[src/hdl/wpt_cfg.svh]
`ifndef WPT_CFG_SVH
`define WPT_CFG_SVH

`define WPT_IQ_W 16
`define WPT_ADR_W 16
`define WPT_SEG_W 4
`define WPT_MKR_N 4
`define WPT_DLY_W 16
`define WPT_DIV_W 8
`define WPT_KEY_W 9

// Sample period in clock cycles
`define WPT_SAMPLE_DIV 1

`define WPT_STATE_RST '0
`define WPT_SYNC_RST '0

`endif

[src/hdl/wpt_pkg.sv]
package wpt_pkg;
`include "wpt_cfg.svh"

    typedef enum logic [1:0] {
        WPT_SRC_KEY = 2'h0,
        WPT_SRC_BUS = 2'h1,
        WPT_SRC_EXT = 2'h2
    } wpt_src_e;

    typedef enum logic [1:0] {
        WPT_MODE_SINGLE = 2'h0,
        WPT_MODE_GATED  = 2'h1,
        WPT_MODE_SEG    = 2'h2,
        WPT_MODE_CONT   = 2'h3
    } wpt_mode_e;

    typedef enum logic [1:0] {
        WPT_RETRIG_OFF = 2'h0,
        WPT_RETRIG_ON  = 2'h1,
        WPT_RETRIG_IMM = 2'h2
    } wpt_single_e;

    typedef enum logic [1:0] {
        WPT_CONT_FREE  = 2'h0,
        WPT_CONT_TRIG  = 2'h1,
        WPT_CONT_RESET = 2'h2
    } wpt_cont_e;

    typedef enum logic [1:0] {
        WPT_DATA_ARB       = 2'h0,
        WPT_DATA_RT        = 2'h1,
        WPT_DATA_RT_FRAMED = 2'h2
    } wpt_data_e;

    typedef enum logic [2:0] {
        WPT_ST_IDLE  = 3'h0,
        WPT_ST_PLAY  = 3'h1,
        WPT_ST_PAUSE = 3'h3,
        WPT_ST_WAIT  = 3'h2,
        WPT_ST_DONE  = 3'h6
    } wpt_state_e;

    typedef struct packed {
        logic                   out_on;
        wpt_mode_e              mode;
        wpt_single_e            single_resp;
        wpt_cont_e              cont_resp;
        logic                   seg_cont;
        wpt_data_e              data_kind;
        wpt_src_e               src;
        logic                   ext_pin2;
        logic                   ext_pol_pos;
        logic                   gate_high;
        logic                   dly_en;
        logic [`WPT_DLY_W-1:0]  dly;
        logic [`WPT_SEG_W-1:0]  seg_last;
        logic [`WPT_MKR_N-1:0]  mkr_neg;
        logic [`WPT_MKR_N-1:0]  mkr_blank_route;
    } wpt_cfg_s;

    typedef struct packed {
        logic [`WPT_IQ_W-1:0]   i;
        logic [`WPT_IQ_W-1:0]   q;
        logic [`WPT_MKR_N-1:0]  mkr;
    } wpt_sample_s;

    typedef struct packed {
        logic [`WPT_ADR_W-1:0]  len_m1;
        logic [`WPT_MKR_N-1:0]  mkr_en;
    } wpt_seg_s;

    typedef struct packed {
        logic                   stage1;
        logic                   stage2;
    } wpt_sync_s;

    typedef struct packed {
        wpt_state_e             state;
        logic                   started;
        logic                   pend;
        logic                   playing;
        logic [`WPT_ADR_W-1:0]  off;
        logic [`WPT_SEG_W-1:0]  seg;
        logic [`WPT_DIV_W-1:0]  div;
        logic                   dly_busy;
        logic [`WPT_DLY_W-1:0]  dly_cnt;
        logic                   ext_act_q;
        logic [`WPT_KEY_W-1:0]  mode_key;
        logic [`WPT_IQ_W-1:0]   i_live;
        logic [`WPT_IQ_W-1:0]   q_live;
        logic [`WPT_MKR_N-1:0]  mkr_live;
        logic [`WPT_IQ_W-1:0]   i_out;
        logic [`WPT_IQ_W-1:0]   q_out;
        logic [`WPT_MKR_N-1:0]  evt;
        logic                   blank;
    } wpt_state_s;

endpackage : wpt_pkg

[src/hdl/wpt_sync.sv]
`timescale 1ns/1ps
`include "wpt_cfg.svh"
module wpt_sync (
    input  wire logic clk,
    input  wire logic rstn,
    input  wire logic d,
    output logic      q
);
    import wpt_pkg::*;

    wpt_sync_s s;
    wpt_sync_s n;

    // First stage is read by the second only
    always_comb
    begin
        n = s;
        n.stage1 = d;
        n.stage2 = s.stage1;
    end

    always_ff @(posedge clk)
    begin
        if (!rstn)
            s <= `WPT_SYNC_RST;
        else
            s <= n;
    end

    assign q = s.stage2;

endmodule : wpt_sync

[src/hdl/wpt_marker.sv]
`timescale 1ns/1ps
module wpt_marker (
    input  wire logic live,
    input  wire logic neg,
    input  wire logic route,
    output logic      level,
    output logic      blank
);
    import wpt_pkg::*;

    assign level = live ^ neg;
    assign blank = route & ~level;

endmodule : wpt_marker

[src/hdl/wpt_play_ctrl.sv]
`timescale 1ns/1ps
`include "wpt_cfg.svh"
module wpt_play_ctrl #(
    parameter int SAMPLE_DIV = `WPT_SAMPLE_DIV
) (
    input  wire logic                  SYS_CLK,
    input  wire logic                  RSTN,
    input  wire wpt_pkg::wpt_cfg_s     CFG,
    input  wire logic                  WAVE_CHANGE,
    input  wire logic                  TRIG_KEY,
    input  wire logic                  TRIG_BUS,
    input  wire logic                  EXT_TRIG_IN1,
    input  wire logic                  EXT_TRIG_IN2,
    input  wire wpt_pkg::wpt_seg_s     SEG,
    input  wire wpt_pkg::wpt_sample_s  SAMPLE,
    output logic [`WPT_SEG_W-1:0]      SEG_INDEX,
    output logic [`WPT_ADR_W-1:0]      SAMPLE_ADDR,
    output logic [`WPT_IQ_W-1:0]       I_OUT,
    output logic [`WPT_IQ_W-1:0]       Q_OUT,
    output logic [`WPT_MKR_N-1:0]      EVENT_OUT,
    output logic                       RF_BLANK,
    output logic                       LEVEL_LOOP_HOLD,
    output logic                       PLAYING
);
    import wpt_pkg::*;

    localparam int DIV_LAST_I = SAMPLE_DIV - 1;
    localparam logic [`WPT_DIV_W-1:0] DIV_LAST = DIV_LAST_I[`WPT_DIV_W-1:0];

    wpt_state_s              s;
    wpt_state_s              n;
    logic                    ext1;
    logic                    ext2;
    logic                    ext_lvl;
    logic                    ext_act;
    logic                    gate_act;
    logic                    raw_trig;
    logic                    use_dly;
    logic                    trig;
    logic                    tick;
    logic                    end_seg;
    logic                    last_seg;
    logic                    end_wave;
    logic                    reselect;
    logic                    is_arb;
    logic                    is_fr;
    logic [`WPT_ADR_W-1:0]   off_nx;
    logic [`WPT_SEG_W-1:0]   seg_nx;
    logic [`WPT_KEY_W-1:0]   cfg_key;
    logic [`WPT_MKR_N-1:0]   mkr_lvl;
    logic [`WPT_MKR_N-1:0]   mkr_blk;

    wpt_sync u_sync1 (
        .clk  (SYS_CLK),
        .rstn (RSTN),
        .d    (EXT_TRIG_IN1),
        .q    (ext1)
    );
    wpt_sync u_sync2 (
        .clk  (SYS_CLK),
        .rstn (RSTN),
        .d    (EXT_TRIG_IN2),
        .q    (ext2)
    );

    assign ext_lvl = CFG.ext_pin2 ? ext2 : ext1;
    assign ext_act = CFG.ext_pol_pos ? ext_lvl : ~ext_lvl;
    assign gate_act = CFG.gate_high ? ext_lvl : ~ext_lvl;
    assign raw_trig = (CFG.src == WPT_SRC_KEY) ? TRIG_KEY :
                      (CFG.src == WPT_SRC_BUS) ? TRIG_BUS :
                      (CFG.src == WPT_SRC_EXT) ? (ext_act & s.ext_act_q) : 1'b0;
    assign use_dly = CFG.dly_en && (CFG.src == WPT_SRC_EXT);
    // delayed trigger fires at count end
    assign trig = use_dly ? (s.dly_busy && (s.dly_cnt == '0)) : raw_trig;
    assign tick = (s.div == DIV_LAST);
    assign end_seg = (s.off == SEG.len_m1);
    assign last_seg = (s.seg == CFG.seg_last);
    assign end_wave = end_seg && last_seg;
    assign off_nx = end_seg ? '0 : s.off + 1'b1;
    assign seg_nx = last_seg ? '0 : s.seg + 1'b1;
    assign is_arb = (CFG.data_kind == WPT_DATA_ARB);
    assign is_fr = (CFG.data_kind == WPT_DATA_RT_FRAMED);
    assign cfg_key = {CFG.mode, CFG.single_resp, CFG.cont_resp, CFG.seg_cont, CFG.data_kind};
    // stop on output off or new selection
    assign reselect = (cfg_key != s.mode_key) || WAVE_CHANGE || !CFG.out_on;

    genvar k;
    for (k = 0; k < `WPT_MKR_N; k++)
    begin : g_mkr
        wpt_marker u_mkr (
            .live  (s.mkr_live[k]),
            .neg   (CFG.mkr_neg[k]),
            .route (CFG.mkr_blank_route[k]),
            .level (mkr_lvl[k]),
            .blank (mkr_blk[k])
        );
    end

    always_comb
    begin
        n = s;
        n.mode_key = cfg_key;
        n.ext_act_q = ~ext_act;
        n.div = tick ? '0 : s.div + 1'b1;
        n.i_out = s.i_live;
        n.q_out = s.q_live;
        n.evt = mkr_lvl;
        n.blank = |mkr_blk;
        // triggers during the delay are dropped
        if (s.dly_busy)
        begin
            if (s.dly_cnt == '0)
                n.dly_busy = 1'b0;
            else
                n.dly_cnt = s.dly_cnt - 1'b1;
        end
        else if (raw_trig && use_dly)
        begin
            n.dly_busy = 1'b1;
            n.dly_cnt = CFG.dly;
        end
        case (s.state)
            WPT_ST_IDLE:
            begin
                if (CFG.out_on)
                begin
                    case (CFG.mode)
                        WPT_MODE_CONT:
                        begin
                            if (CFG.cont_resp == WPT_CONT_FREE || trig)
                            begin
                                n.started = 1'b1;
                                n.state = WPT_ST_PLAY;
                            end
                        end
                        WPT_MODE_GATED:
                        begin
                            if (gate_act)
                            begin
                                n.started = 1'b1;
                                n.state = is_arb ? WPT_ST_PAUSE : WPT_ST_PLAY;
                            end
                        end
                        default:
                        begin
                            if (trig)
                            begin
                                n.started = 1'b1;
                                n.state = WPT_ST_PLAY;
                            end
                        end
                    endcase
                end
            end
            WPT_ST_PLAY:
            begin
                if (CFG.mode == WPT_MODE_GATED && is_arb && gate_act)
                    n.state = WPT_ST_PAUSE;
                else if (CFG.mode == WPT_MODE_GATED && CFG.data_kind == WPT_DATA_RT
                         && !gate_act)
                    n.state = WPT_ST_PAUSE;
                else
                begin
                    if (tick)
                    begin
                        n.i_live = SAMPLE.i;
                        n.q_live = SAMPLE.q;
                        n.mkr_live = SAMPLE.mkr & SEG.mkr_en;
                        n.off = off_nx;
                        if (end_seg)
                            n.seg = seg_nx;
                    end
                    case (CFG.mode)
                        WPT_MODE_SINGLE:
                        begin
                            if (trig && CFG.single_resp == WPT_RETRIG_ON)
                                n.pend = 1'b1;
                            if (tick && end_wave)
                            begin
                                n.pend = 1'b0;
                                if (!(CFG.single_resp == WPT_RETRIG_ON && (s.pend || trig)))
                                    n.state = WPT_ST_DONE;
                            end
                            if (trig && CFG.single_resp == WPT_RETRIG_IMM)
                            begin
                                n.off = '0;
                                n.seg = '0;
                                n.state = WPT_ST_PLAY;
                            end
                        end
                        WPT_MODE_SEG:
                        begin
                            if (trig)
                                n.pend = 1'b1;
                            if (tick && end_seg)
                            begin
                                n.pend = 1'b0;
                                if (!(s.pend || trig))
                                begin
                                    n.seg = s.seg;
                                    if (!CFG.seg_cont)
                                        n.state = WPT_ST_WAIT;
                                end
                            end
                        end
                        WPT_MODE_GATED:
                        begin
                            // stop only at an inactive frame end
                            if (is_fr && tick && end_seg && !gate_act)
                                n.state = WPT_ST_PAUSE;
                        end
                        WPT_MODE_CONT:
                        begin
                            // restart per trigger, stored data only
                            if (trig && CFG.cont_resp == WPT_CONT_RESET && is_arb)
                            begin
                                n.off = '0;
                                n.seg = '0;
                            end
                        end
                        default:
                            n.state = WPT_ST_IDLE;
                    endcase
                end
            end
            WPT_ST_PAUSE:
            begin
                if (is_arb)
                begin
                    if (!gate_act)
                        n.state = WPT_ST_PLAY;
                end
                // framed resumes on a frame boundary
                else if (gate_act && (!is_fr || s.off == '0))
                    n.state = WPT_ST_PLAY;
            end
            WPT_ST_WAIT:
            begin
                if (trig)
                begin
                    n.seg = seg_nx;
                    n.off = '0;
                    n.state = WPT_ST_PLAY;
                end
            end
            WPT_ST_DONE:
            begin
                if (trig)
                    n.state = WPT_ST_PLAY;
            end
            default:
                n.state = WPT_ST_IDLE;
        endcase
        if (reselect)
        begin
            n.state = WPT_ST_IDLE;
            n.started = 1'b0;
            n.pend = 1'b0;
            n.off = '0;
            n.seg = '0;
            n.i_live = '0;
            n.q_live = '0;
            n.mkr_live = '0;
            n.dly_busy = 1'b0;
        end
        // Markers pulse only during playback; I/Q keep final values
        if (n.state != WPT_ST_PLAY)
            n.mkr_live = '0;
        n.playing = (n.state == WPT_ST_PLAY);
    end

    always_ff @(posedge SYS_CLK)
    begin
        if (!RSTN)
            s <= `WPT_STATE_RST;
        else
            s <= n;
    end

    assign SEG_INDEX = s.seg;
    assign SAMPLE_ADDR = s.off;
    assign I_OUT = s.i_out;
    assign Q_OUT = s.q_out;
    assign EVENT_OUT = s.evt;
    assign RF_BLANK = s.blank;
    assign LEVEL_LOOP_HOLD = s.blank;
    assign PLAYING = s.playing;
endmodule : wpt_play_ctrl

[config.mk]
export PLATFORM = sky130hd
export DESIGN_NAME = wpt_play_ctrl
export DESIGN_NICKNAME = d
export VERILOG_FILES = /design/src/hdl/wpt_pkg.sv /design/src/hdl/wpt_sync.sv /design/src/hdl/wpt_marker.sv /design/src/hdl/wpt_play_ctrl.sv
export VERILOG_INCLUDE_DIRS = /design/src /design/src/hdl
export SDC_FILE = /design/constraint.sdc
export NUM_CORES = 1
export LEC_CHECK = 0
export ABC_AREA = 1
export BUFFER_PORTS_ARGS = -buffer_cell sky130_fd_sc_hd__buf_2
export CAP_MARGIN = 0
export CORE_ASPECT_RATIO = 0.6
export CORE_MARGIN = 2
export CORE_UTILIZATION = 55
export DETAILED_ROUTE_END_ITERATION = 16
export GPL_TIMING_DRIVEN = 0
export PLACE_DENSITY = 0.77
export SETUP_SLACK_MARGIN = 0.2
export SLEW_MARGIN = 15
export SYNTH_ARGS = -nofsm -noshare
export SYNTH_HDL_FRONTEND = slang
export SYNTH_HIERARCHICAL = 1
export SYNTH_SLANG_ARGS = --single-unit
[constraint.sdc]
create_clock -name SYS_CLK -period 2.6 [get_ports SYS_CLK]
set_clock_uncertainty 0.15 [all_clocks]
set_input_delay 0.39 -clock SYS_CLK [delete_from_list [all_inputs] [get_ports SYS_CLK]]
set_output_delay 0.39 -clock SYS_CLK [all_outputs]
set_load 0.005 [all_outputs]
---- Word-level counts from Yosys, hierarchy flattened ----
Cells that the tools add are included.
operators by class
  add/sub/neg operators ................... 4
  equality and inequality tests ........... 28
  muxes and demuxes ....................... 56
  bitwise operators ....................... 19
  reduce and logical (&&, ||, !) cells .... 50
operators by type and width
  kind                                                                    number
  20-bit 2-to-1 mux                                                       6
  20-bit one-hot mux with 2 select lines                                  1
  3-bit 2-to-1 mux                                                        13
  17-bit 2-to-1 mux                                                       2
  16-bit logical NOT                                                      2
  16-bit 2-to-1 mux                                                       2
  4-bit 2-to-1 mux                                                        8
  16-bit one-hot mux with 2 select lines                                  1
  1-bit logical AND                                                       19
  16-bit by 1-bit adder with 16-bit output (second input constant)        1
  16-bit equality test                                                    1
  1-bit 2-to-1 mux                                                        16
  16-bit by 1-bit subtractor with 16-bit output (second input constant)   1
  2-bit equality test (second input constant)                             6
  2-bit inequality test (second input constant)                           6
  3-bit one-hot mux with 4 select lines                                   1
  4-bit one-hot mux with 3 select lines                                   1
  5-bit AND reduction                                                     2
  9-bit inequality test                                                   1
  1-bit inverter                                                          9
  3-bit one-hot mux with 3 select lines                                   1
  8-bit by 1-bit adder with 8-bit output (second input constant)          1
  2-bit by 1-bit equality test with 1-bit output (second input constant)  4
  2-bit logical NOT                                                       4
  other kinds (27)                                                        48
storage, ports and cells
  register bits after elaboration ......... 138
  input port bits ......................... 107

---- Logic depth before layout (Yosys ltp) ----
Gate-level depths: netlist (run 1).
  word-level depth ........................ 20
  gate-level depth with buffers ........... 19
  mapped depth without buffers ............ 19

---- Hierarchy ----
Netlist (run 1), hierarchy kept.
modules (own cells, without submodules)
  module         times used  cells an instance  area each (um^2)
  wpt_play_ctrl  1           1030               7125.6
  wpt_marker     4           7                  31.3
  wpt_sync       2           6                  55.1

---- Worst setup path after synthesis (run 1) ----
No wires, ideal clock.
  path kind ............................... register to register
  from .................................... reg s[100] in the netlist's numbering
  to ...................................... reg s, in the netlist SAMPLE_ADDR[13]
  arrival ................................. 1.794 ns
  slack ................................... 0.535 ns
  stages on the path, launching flop included .. 17
  buffers on the path ..................... 0
  period minus slack after synthesis ...... 2.065 ns
  cell sequence ........................... dfxtp_1 -> inv_1 -> ha_1 -> nor3b_2 -> nand3_2 -> nor2_2 -> nand4_2 -> nor2_2 -> nand2_1 -> nor2_2 -> nand2_1 -> nor2_2 -> nand4_1 -> nor2_1 -> nand2_1 -> nand2_1 -> a21oi_2
between the ends
  longest elaborated chain between the ends .. 7
RTL lines
  element                                     line                                        source
  start: declaration                          wpt_play_ctrl.sv:30                         wpt_state_s s;
  start signal: assignment                    wpt_play_ctrl.sv:275                        s <= `WPT_STATE_RST;
  start signal: assignment                    wpt_play_ctrl.sv:277                        s <= n;
  8-bit logical NOT (*)                       wpt_play_ctrl.sv:75                         assign tick = (s.div == DIV_LAST);
  20-bit 2-to-1 mux (*)                       wpt_play_ctrl.sv:164                        if (tick)
  20-bit 2-to-1 mux (on tied branches)        wpt_play_ctrl.sv:215, wpt_play_ctrl.sv:184
  16-bit one-hot mux with 2 select lines (*)  wpt_play_ctrl.sv:173                        case (CFG.mode)
  20-bit 2-to-1 mux (*)                       wpt_play_ctrl.sv:159                        else if (CFG.mode == WPT_MODE_GATED && CFG.data_kind == WPT_DATA_RT
  20-bit 2-to-1 mux (*)                       wpt_play_ctrl.sv:157                        if (CFG.mode == WPT_MODE_GATED && is_arb && gate_act)
  20-bit one-hot mux with 2 select lines (*)  wpt_play_ctrl.sv:122                        case (s.state)
Mark *: on every way between the ends. The rest lies on a longest branch, timed or not. The select of a mux whose other input is x is not followed.
A chain may end at the register's enable or synchronous reset.

---- Worst setup path in the final report (run 1) ----
Same ends and word-level chain as after synthesis.

==> metrics.txt, run 1 <==
PD cells=~500 nW/µm²; total of warnings raised by yosys=6; Routed WL=20100 µm; synthesized net count=1188; fin crit period=around 2.4 ns; PortBufs=between 150 and 200; DR vias/cell=between 5 and 6; Max-Cap Viols=0; drt wl/cell=13.8 µm; Max VDD drop=0.432 mV; endpoint type of the worst setup path=register; Worst Path Required=2.76 ns; largest net degree at the start of global routing=17; fmax=0.410 GHz; mean post-synth cell area=6.88 µm²; worst skew pair latency=0.42 ns; Nets=around 1400; slew margin rel.=0.558; H-Tree Depth=4; Die Span X=153 µm; Core Region=13000 µm²; share of layout cells above drive strength 1=0.305; # fillers=1092; post-synthesis cell type count=51; Power, Total=between 4 and 5 mW; vias=7492; row count=32; TritonCTS Buffers=17; post-layout util=0.726; initial antenna violation count=0; leakage=4.64 nW; CTS tree=built; CTS sink cnt=about 140; Clock transition at path regs=around 0.070 ns; number of synthesized flops with an enable pin=0; Initial Util=0.567; Top Ports=166; P&R area growth vs syn=28.0%; Post-Syn Area=between 7000 and 8000 µm²; Crit Path Class=reg -> reg; CP arrival=2.60 ns; Die Ht=about 94 µm; Worst-Margin Slew=around 0.66 ns; Global Route Usage Sum=0.278; GRT overflow=0; GPL Wtd Cong=around 0.97; DRC viols=0; first-pass GRT wire length=between 30000 and 40000 µm; fraction of registers with async set/reset=0; Hold Path Class=in -> reg; vias in the first global route=6595; Synth Flop Type=dfxtp_1; Crit Path Max Fanout=6; router iterations before antenna repair=5; Seq/Total Area, Yosys=0.373; die area=14400 µm²; Max Slew Vio Count=0; diode count=0; Syn Inst Count=approximately 1100; RSZ-0062 raised after global routing=yes; CTS root buffer=clkbuf_16; final setup fails=0; number of DRC markers in iteration 0=roughly 800; post-synthesis register bit count=137; ANT nets after route=0; count of final hold-check violations=0; HPWL Detailed=14700 µm; clk buf depth=2; Tcrit/Tclk final=0.938; critical path launch point type=register; status=finished, final reports clean
timing repair:
item | in CTS | in global routing
gates resized for setup | 10 | 88
endpoints found under the hold margin | 2 | 0
pin swaps | 2 | 27
hold buffers | 2 | 0
endpoints found under the setup margin | 17 | 75
buffers inserted | 1 | 17
power by group:
group | switching [mW] | leakage (nW) | internal (mW)
Combinational | 0.229 | 3.25 | 0.169
Clock | 1.04 | 0.272 | 1.29
Sequential | 0.0125 | 1.12 | 2.12
Total | 1.28 | 4.64 | 3.57
cells in the mapped netlist (2+ instances only):
cell type / number / area [µm²]
xnor2_1: 11 / 96.3
buf_2: 6 / 30.0
a311oi_1: 3 / 26.3
xor2_1: 8 / 70.1
nor4_1: 7 / 43.8
nand2_2: 9 / 56.3
o21ai_2: 3 / 26.3
ha_1: 11 / 138
nand2_1: 203 / 762
a21oi_1: 89 / 445
nor3_1: 11 / 55.1
nand3_1: 43 / 215
or2_2: 4 / 25.0
nand4_1: 18 / 113
nand2_4: 2 / 22.5
o2111ai_1: 6 / 52.6
nand3_2: 2 / 20.0
nor2_1: 80 / 300
inv_2: 9 / 33.8
o31ai_1: 4 / 30.0
o21ai_0: 83 / 415
nor2_2: 12 / 75.1
o22ai_1: 3 / 18.8
clkbuf_2: 3 / 15.0
clkbuf_1: 17 / 63.8
inv_1: 189 / 709
nor3_2: 3 / 30.0
a221oi_1: 2 / 17.5
dfxtp_1: 137 / 2740
o211ai_1: 3 / 22.5
nor3b_1: 4 / 30.0
a211oi_1: 2 / 15.0
a31oi_1: 8 / 50.1
buf_4: 58 / 435
worst paths after layout:
path,startpoint,end,slack (ns),cells past startpoint
min,CFG[39],s[78],0.02,3
max reg2reg,s[100],SAMPLE_ADDR[13],0.16,16
max,s[100],SAMPLE_ADDR[13],0.16,16
min reg2reg,u_sync2/n[0],u_sync2/q,0.27,2
flip-flops by register name (all words and copies together), names as in the netlist:
register,count
EVENT_OUT,4
I_OUT,16
LEVEL_LOOP_HOLD,1
PLAYING,1
Q_OUT,16
SAMPLE_ADDR,16
SEG_INDEX,4
n,32
s,43
u_sync1/n,1
u_sync1/q,1
u_sync2/n,1
u_sync2/q,1
placed cells by master, fill, tap and decap left out, types with 5 or more instances in the layout:
| cell type | synthesis | final |
|---|---|---|
| buf_2 | 6 | 170 |
| nor2_2 | 12 | 14 |
| dfxtp_1 | 137 | 126 |
| inv_2 | 9 | 16 |
| nand3_2 | 2 | 5 |
| xnor2_1 | 11 | 11 |
| nor2_4 | 0 | 5 |
| nand3_1 | 43 | 38 |
| nor3_1 | 11 | 8 |
| a31oi_1 | 8 | 8 |
| a21oi_1 | 89 | 88 |
| dfxtp_2 | 0 | 8 |
| nand2_4 | 2 | 5 |
| nand2_2 | 9 | 12 |
| nand2_1 | 203 | 197 |
| o2111ai_1 | 6 | 6 |
| clkbuf_2 | 3 | 8 |
| ha_1 | 11 | 9 |
| nor2_1 | 80 | 73 |
| clkbuf_1 | 17 | 11 |
| nor3_2 | 3 | 5 |
| inv_1 | 189 | 180 |
| o21ai_0 | 83 | 80 |
| nand4_1 | 18 | 18 |
| xor2_1 | 8 | 8 |
| clkbuf_16 | 0 | 17 |
| buf_4 | 58 | 77 |
logic make-up after synthesis:
kind of cell	after synthesis	share of synthesized area
and+or+nand+nor	406	0.249
DFF	137	0.373
buffers and inverters	285	0.177
xor gates and xnor gates	19	0.0226
AOI/OAI and AO/OA	212	0.160
adders and majority gates	11	0.0187
through the flow:
step,instance area [µm²],setup WS [ns],std cells,hold slack [ns],TNS [ns]
finish,9420,0.162,1457,0.0165,0
global placement,8400,0.00662,1405,0.254,0
detailed placement,8400,0.00312,1405,0.248,0
global route,9420,-0.00260,1457,0.0301,-0.00260
floorplan,7360,0.535,1070,0.240,0
CTS,9050,0.184,1440,0.0138,0
routing by layer:
| layer | wire length (µm) | GRT usage | vias up |
|---|---|---|---|
| met5 | 0 | 0 | - |
| met1 | 9690 | 0.418 | 3333 |
| met3 | 2130 | 0.0607 | 32 |
| met2 | 8080 | 0.400 | 367 |
| met4 | 212 | 0.0711 | 0 |
| li1 | - | - | 3760 |
critical path, cell delays in order, from the launching register on:
cell	delay, ns
dfxtp_4	0.36
inv_2	0.06
ha_4	0.12
nor3b_4	0.21
nand3_4	0.18
nor2_4	0.18
nand4_2	0.11
nor2_2	0.11
nand2_1	0.08
nor2_2	0.12
nand2_2	0.07
nor2_2	0.11
nand4_1	0.13
nor2_2	0.15
nand2_1	0.06
nand2_1	0.07
a21oi_2	0.05
area by class of cell:
type                            instances  area (µm²)  share of cell area
Multi-Input combinational cell        648        3560               0.378
Buffer                                 86         579              0.0615
Clock buffer                           18         439              0.0466
Sequential cell                       137        2760               0.293
Tap cell                              170         213              0.0226
Clock inverter                         14         129              0.0137
Timing Repair Buffer                  185         981               0.104
Inverter                              199         753              0.0800
(Power assumes the default switching activity.)
==> run 2: changes to the inputs <==
Settings changed: CORE_MARGIN 2 to default, CORE_UTILIZATION 55 to 40, PLACE_DENSITY 0.77 to 0.58.
==> run 2 against run 1 <==
Compared with the run above:
- hold slack improved by 0.0053 ns
- cell count grew 4.2%
- power increased by 1.8%
- sequential power is essentially flat
- via count down 3.0%
- clock power up 4%
- critical path type unchanged
- core utilization down 19 points
- register-to-register slack gained 0.03 ns
- routed wire length is 3.1% higher
- largest power group unchanged
- combinational power barely moved
- clock-buffer cell count did not move
==> metrics.txt, run 2 (synthesized netlist as in run 1, its figures left out) <==
status=finished, final reports clean; RSZ-0062 raised after global routing=yes; CP delay by family, top=simple AND/OR/NAND/NOR gates; Hold Crit Start=CFG[39]; Max-Cap Viols=0; fmax=0.415 GHz; Routed WL=slightly above 20000 µm; PortBufs=165; Initial Util=0.420; drt wl/cell=13.7 µm; Die Span X=around 180 µm; fin crit period=2.41 ns; CTS tree=built; CTS root buffer=clkbuf_16; Crit Path Class=reg -> reg; Die Ht=107 µm; Clock transition at path regs=0.07 ns; Crit path top cell by count=nand2_1; leakage=4.62 nW; share of layout cells above drive strength 1=0.305; GPL Wtd Cong=0.932; number of DRC markers in iteration 0=~700; setup slack at placement=-0.149 ns; PD cells=520 nW/µm²; Hold Path Class=in -> reg; slew margin rel.=0.569; DRC viols=0; vias=7268; Top reg by flops=s; largest net degree at the start of global routing=17; clk buf depth=2; Worst Path Required=2.76 ns; cells on worst reg2reg path=19; diode count=0; post-route setup slack=0.188 ns; crit path cell chain=inv_1 -> nand2_1 -> o21ai_0 -> nor2_1 -> nand2_1 -> nor2_4 -> nand3_4 -> nor2_1 -> nand2_1 -> nand2_1 -> nand2_1 -> nand3_2 -> nand2_2 -> nand2_1 -> nand2_1 -> nand2_1 -> nand2_2 -> nand2_4 -> nor3_1; CP Buf/Inv Count=1; Hold Path Depth=3; most frequent cells in the layout=nand2_1, inv_1, buf_2, dfxtp_1, a21oi_1; GRT overflow=0; Top Ports=166; H-Tree Depth=4; CP max stage cell=dfxtp_4; reg2reg setup slack=0.19 ns; ANT nets after route=0; critical path launch point type=register; Global Route Usage Sum=0.218; Worst-Margin Slew=0.647 ns; count of final hold-check violations=0; r2r endpoint=s[38]; worst skew pair latency=0.42 ns; Crit Path Max Fanout=7; commonest non-fill, non-tap cell in the layout=nand2_1; Core Region=17500 µm²; initial antenna violation count=0; row count=37; DR vias/cell=between 4 and 5; Crit Reg-Reg Startpoint=SAMPLE_ADDR[1]; CP max stage delay=~0.4 ns; Nets=~1400; router iterations before antenna repair=6; cell count after placement=1469; final setup fails=0; HPWL Detailed=approximately 15000 µm; end of the worst hold path=s[78]; TritonCTS Buffers=17; Tcrit/Tclk final=0.928; P&R area growth vs syn=29.0%; CP arrival=2.57 ns; vias in the first global route=approximately 6200; final cell count without fillers=1518; endpoint type of the worst setup path=register; max reg flops=43; Max VDD drop=0.397 mV; Max Slew Vio Count=0; CTS sink cnt=~140; first-pass GRT wire length=around 32000 µm; die area=19000 µm²
run 2: cell count changes in the layout (fill, tap and decap cells not counted), sizes merged:
cell / previous run / this run
clkinvlp: 4 / 5
clkbuf: 38 / 37
buf: 249 / 248
inv: 205 / 203
bufinv: 0 / 1
dlygate4sd3: 2 / 1
run 2: metal layers:
metal | GRT usage | vias to the layer above | share of wire
li1 | - | 3759 | -
met1 | 0.348 | 3231 | 0.54
met2 | 0.281 | 264 | 0.37
met3 | 0.0603 | 14 | 0.084
met4 | 0.0345 | 0 | 0.0055
met5 | 0 | - | 0
run 2: tightest hold or removal path, stage by stage:
cell and delay [ns]:
buf_2 0.09, nand2_1 0.04, inv_1 0.04
run 2: metrics by stage:
step                      total power [mW]  hold WS, ns  area [µm²]  TNS [ns]  utilization
after floorplan                       2.38        0.240        7360         0            -
after global placement                2.54        0.245        8480     -1.56        0.483
after detailed placement              2.54        0.252        8480     -2.04        0.483
after CTS                             4.96      0.00606        9140         0        0.521
after global routing                  5.15      0.00166        9490         0        0.541
final                                 4.94       0.0218        9490         0        0.541
run 2: repair_timing:
action	4_1_cts	5_1_grt
gates cloned	0	0
setup endpoints to repair	32	75
endpoints found under the hold margin	1	0
gates resized for setup	12	92
hold buffers	1	0
pin swaps	2	23
setup buffers	1	15
run 2: final cells by class:
class                   instances  area [µm²]
repair buffers                182         956
clock inverters                14         155
flip-flops and latches        137        2760
well taps                     234         293
plain buffers                  86         588
clock buffers                  18         429
fillers                      1744        8050
multi-input cells             648        3550
inverters                     199         759
run 2: worst max-delay path by stage:
stage / start / end / depth (start not counted)
floorplan: s[100] / SAMPLE_ADDR[13] / 16
global placement: CFG[38] / SAMPLE_ADDR[9] / 12
detailed placement: CFG[38] / SAMPLE_ADDR[9] / 12
CTS: s[100] / s[37] / 18
global route: SAMPLE_ADDR[1] / s[38] / 19
finish: SAMPLE_ADDR[1] / s[38] / 19
run 2: report_power, final:
part / internal, mW / switching (mW)
combinational: 0.168 / 0.228
sequential: 2.12 / 0.0132
clock: 1.36 / 1.05
total: 3.65 / 1.29
==> run 3: changes to the inputs <==
Settings changed: CTS_BUF_LIST from default to sky130_fd_sc_hd__clkbuf_8, CTS_CLUSTER_DIAMETER from default to 100.
==> run 3 against run 2 <==
Compared with the run above:
- cell area decreased by 1.4%
- hold slack improved by 0.012 ns
- cell count rose by 0.40%
- register-to-register slack improved by 0.04 ns
- via count rose by 0.52%
- sequential power about the same
- critical path type unchanged
- largest cell class unchanged
- highest routed layer unchanged
==> metrics.txt, run 3 (synthesized netlist as in run 1, its figures left out) <==
Die Ht=107 µm; endpoint type of the worst setup path=register; CP arrival=2.56 ns; GPL Wtd Cong=around 0.93; CP Buf/Inv Count=1; CTS tree=built; CTS root buffer=clkbuf_8; Tcrit/Tclk final=0.913; most frequent cells in the layout=nand2_1, inv_1, buf_2, dfxtp_1, a21oi_1; crit path cell chain=buf_4 -> nand2_1 -> o21ai_1 -> nor2_1 -> nand2_1 -> nor2_4 -> nand3_4 -> nor2_4 -> nand2_2 -> nand2_1 -> nand2_1 -> nand3_2 -> nand2_2 -> nand2_1 -> nand2_1 -> nand2_1 -> nand2_2 -> nand2_4 -> nor3_2; clk buf depth=2; Max-Cap Viols=0; RSZ-0062 raised after global routing=yes; TNS Setup=0 ns; share of layout cells above drive strength 1=0.309; number of DRC markers in iteration 0=678; Routed WL=about 21000 µm; count of final hold-check violations=0; PortBufs=roughly 170; Crit Path Max Fanout=7; first-pass GRT wire length=32100 µm; final cell count without fillers=1524; largest net degree at the start of global routing=17; commonest non-fill, non-tap cell in the layout=nand2_1; Max Slew Vio Count=0; GRT overflow=0; row count=37; drt wl/cell=13.5 µm; slew margin rel.=0.571; Crit Path Class=reg -> reg; Core Region=17500 µm²; initial antenna violation count=0; worst skew pair latency=0.45 ns; status=finished, final reports clean; router iterations before antenna repair=5; H-Tree Depth=4; cell count after placement=1469; Top reg by flops=s; final setup fails=0; TritonCTS Buffers=17; Top Ports=166; leakage=4.56 nW; vias=7306; Max VDD drop=0.259 mV; Nets=between 1000 and 1500; Crit path top cell by count=nand2_1; diode count=0; multi-input combinational cell area=3560 µm²; PD cells=between 400 and 500 nW/µm²; Worst Path Required=approximately 2.8 ns; HPWL Detailed=15400 µm; Die Span X=177 µm; setup slack at placement=-0.149 ns; fin crit period=2.37 ns; critical path launch point type=register; Worst-Margin Slew=0.643 ns; Hold WS=0.0341 ns; # fillers=1765; post-route setup slack=0.227 ns; CP delay by family, top=simple AND/OR/NAND/NOR gates; fmax=0.421 GHz; Power, Total=4.30 mW; P&R area growth vs syn=27.2%; Clock transition at path regs=around 0.090 ns; DRC viols=0; CP max stage delay=0.33 ns; post-layout util=0.534; CP max stage cell=dfxtp_2; max reg flops=43; Reg area=approximately 2800 µm²; die area=19000 µm²; Global Route Usage Sum=0.217; vias in the first global route=6209; cell area after placement=8480 µm²; final instance area=9360 µm²; DR vias/cell=4.79; ANT nets after route=0; Initial Util=0.420; Hold Path Class=in -> reg; CTS sink cnt=~140
run 3: cell types whose count changed in the layout (fill, tap and decap cells not counted), sizes merged:
cell and delta:
dlygate4sd3 +3, inv +2, clkinv -1, clkinvlp +1
buf +2, clkbuf -1
run 3: final cells by class:
type | instances | share of cell area
Buffer | 86 | 0.0627
Clock buffer | 17 | 0.0250
Clock inverter | 15 | 0.0170
Inverter | 199 | 0.0808
Multi-Input combinational cell | 648 | 0.380
Sequential cell | 137 | 0.295
Tap cell | 234 | 0.0313
Timing Repair Buffer | 187 | 0.107
Timing Repair inverter | 1 | 0.000802
run 3: worst register-to-register path, delay by kind of cell (launching register included):
| kind | cells | cell delay (ns) |
|---|---|---|
| flops | 1 | 0.33 |
| simple gates | 17 | 1.55 |
| compound gates | 1 | 0.06 |
| buf+inv | 1 | 0.16 |
run 3: power by group:
part	leakage [nW]	internal [mW]	switching (mW)
combinational	3.25	0.171	0.229
sequential	1.12	2.12	0.0131
clock	0.194	0.795	0.981
total	4.56	3.08	1.22
run 3: routing by layer:
layer / GRT usage / routed length [µm] / up-vias
li1: - / - / 3769
met1: 0.344 / 11000 / 3273
met2: 0.280 / 7680 / 253
met3: 0.0564 / 1860 / 11
met4: 0.0462 / 87 / 0
met5: 0 / 0 / -
run 3: what timing repair did:
action,in CTS,in global routing
pin swaps,3,25
endpoints found under the setup margin,34,75
hold endpoints to repair,4,0
buffers inserted,3,15
gates resized for setup,13,97
cloned,0,1
hold buffers,4,0
run 3: worst paths after layout:
path	start	to	slack [ns]	depth (start not counted)
worst max-delay path	SAMPLE_ADDR[3]	s[37]	0.23	19
worst min-delay path	CFG[41]	s[80]	0.03	3
worst max register to register	SAMPLE_ADDR[3]	s[37]	0.23	19
worst min register to register	n[26]	I_OUT[5]	0.27	2
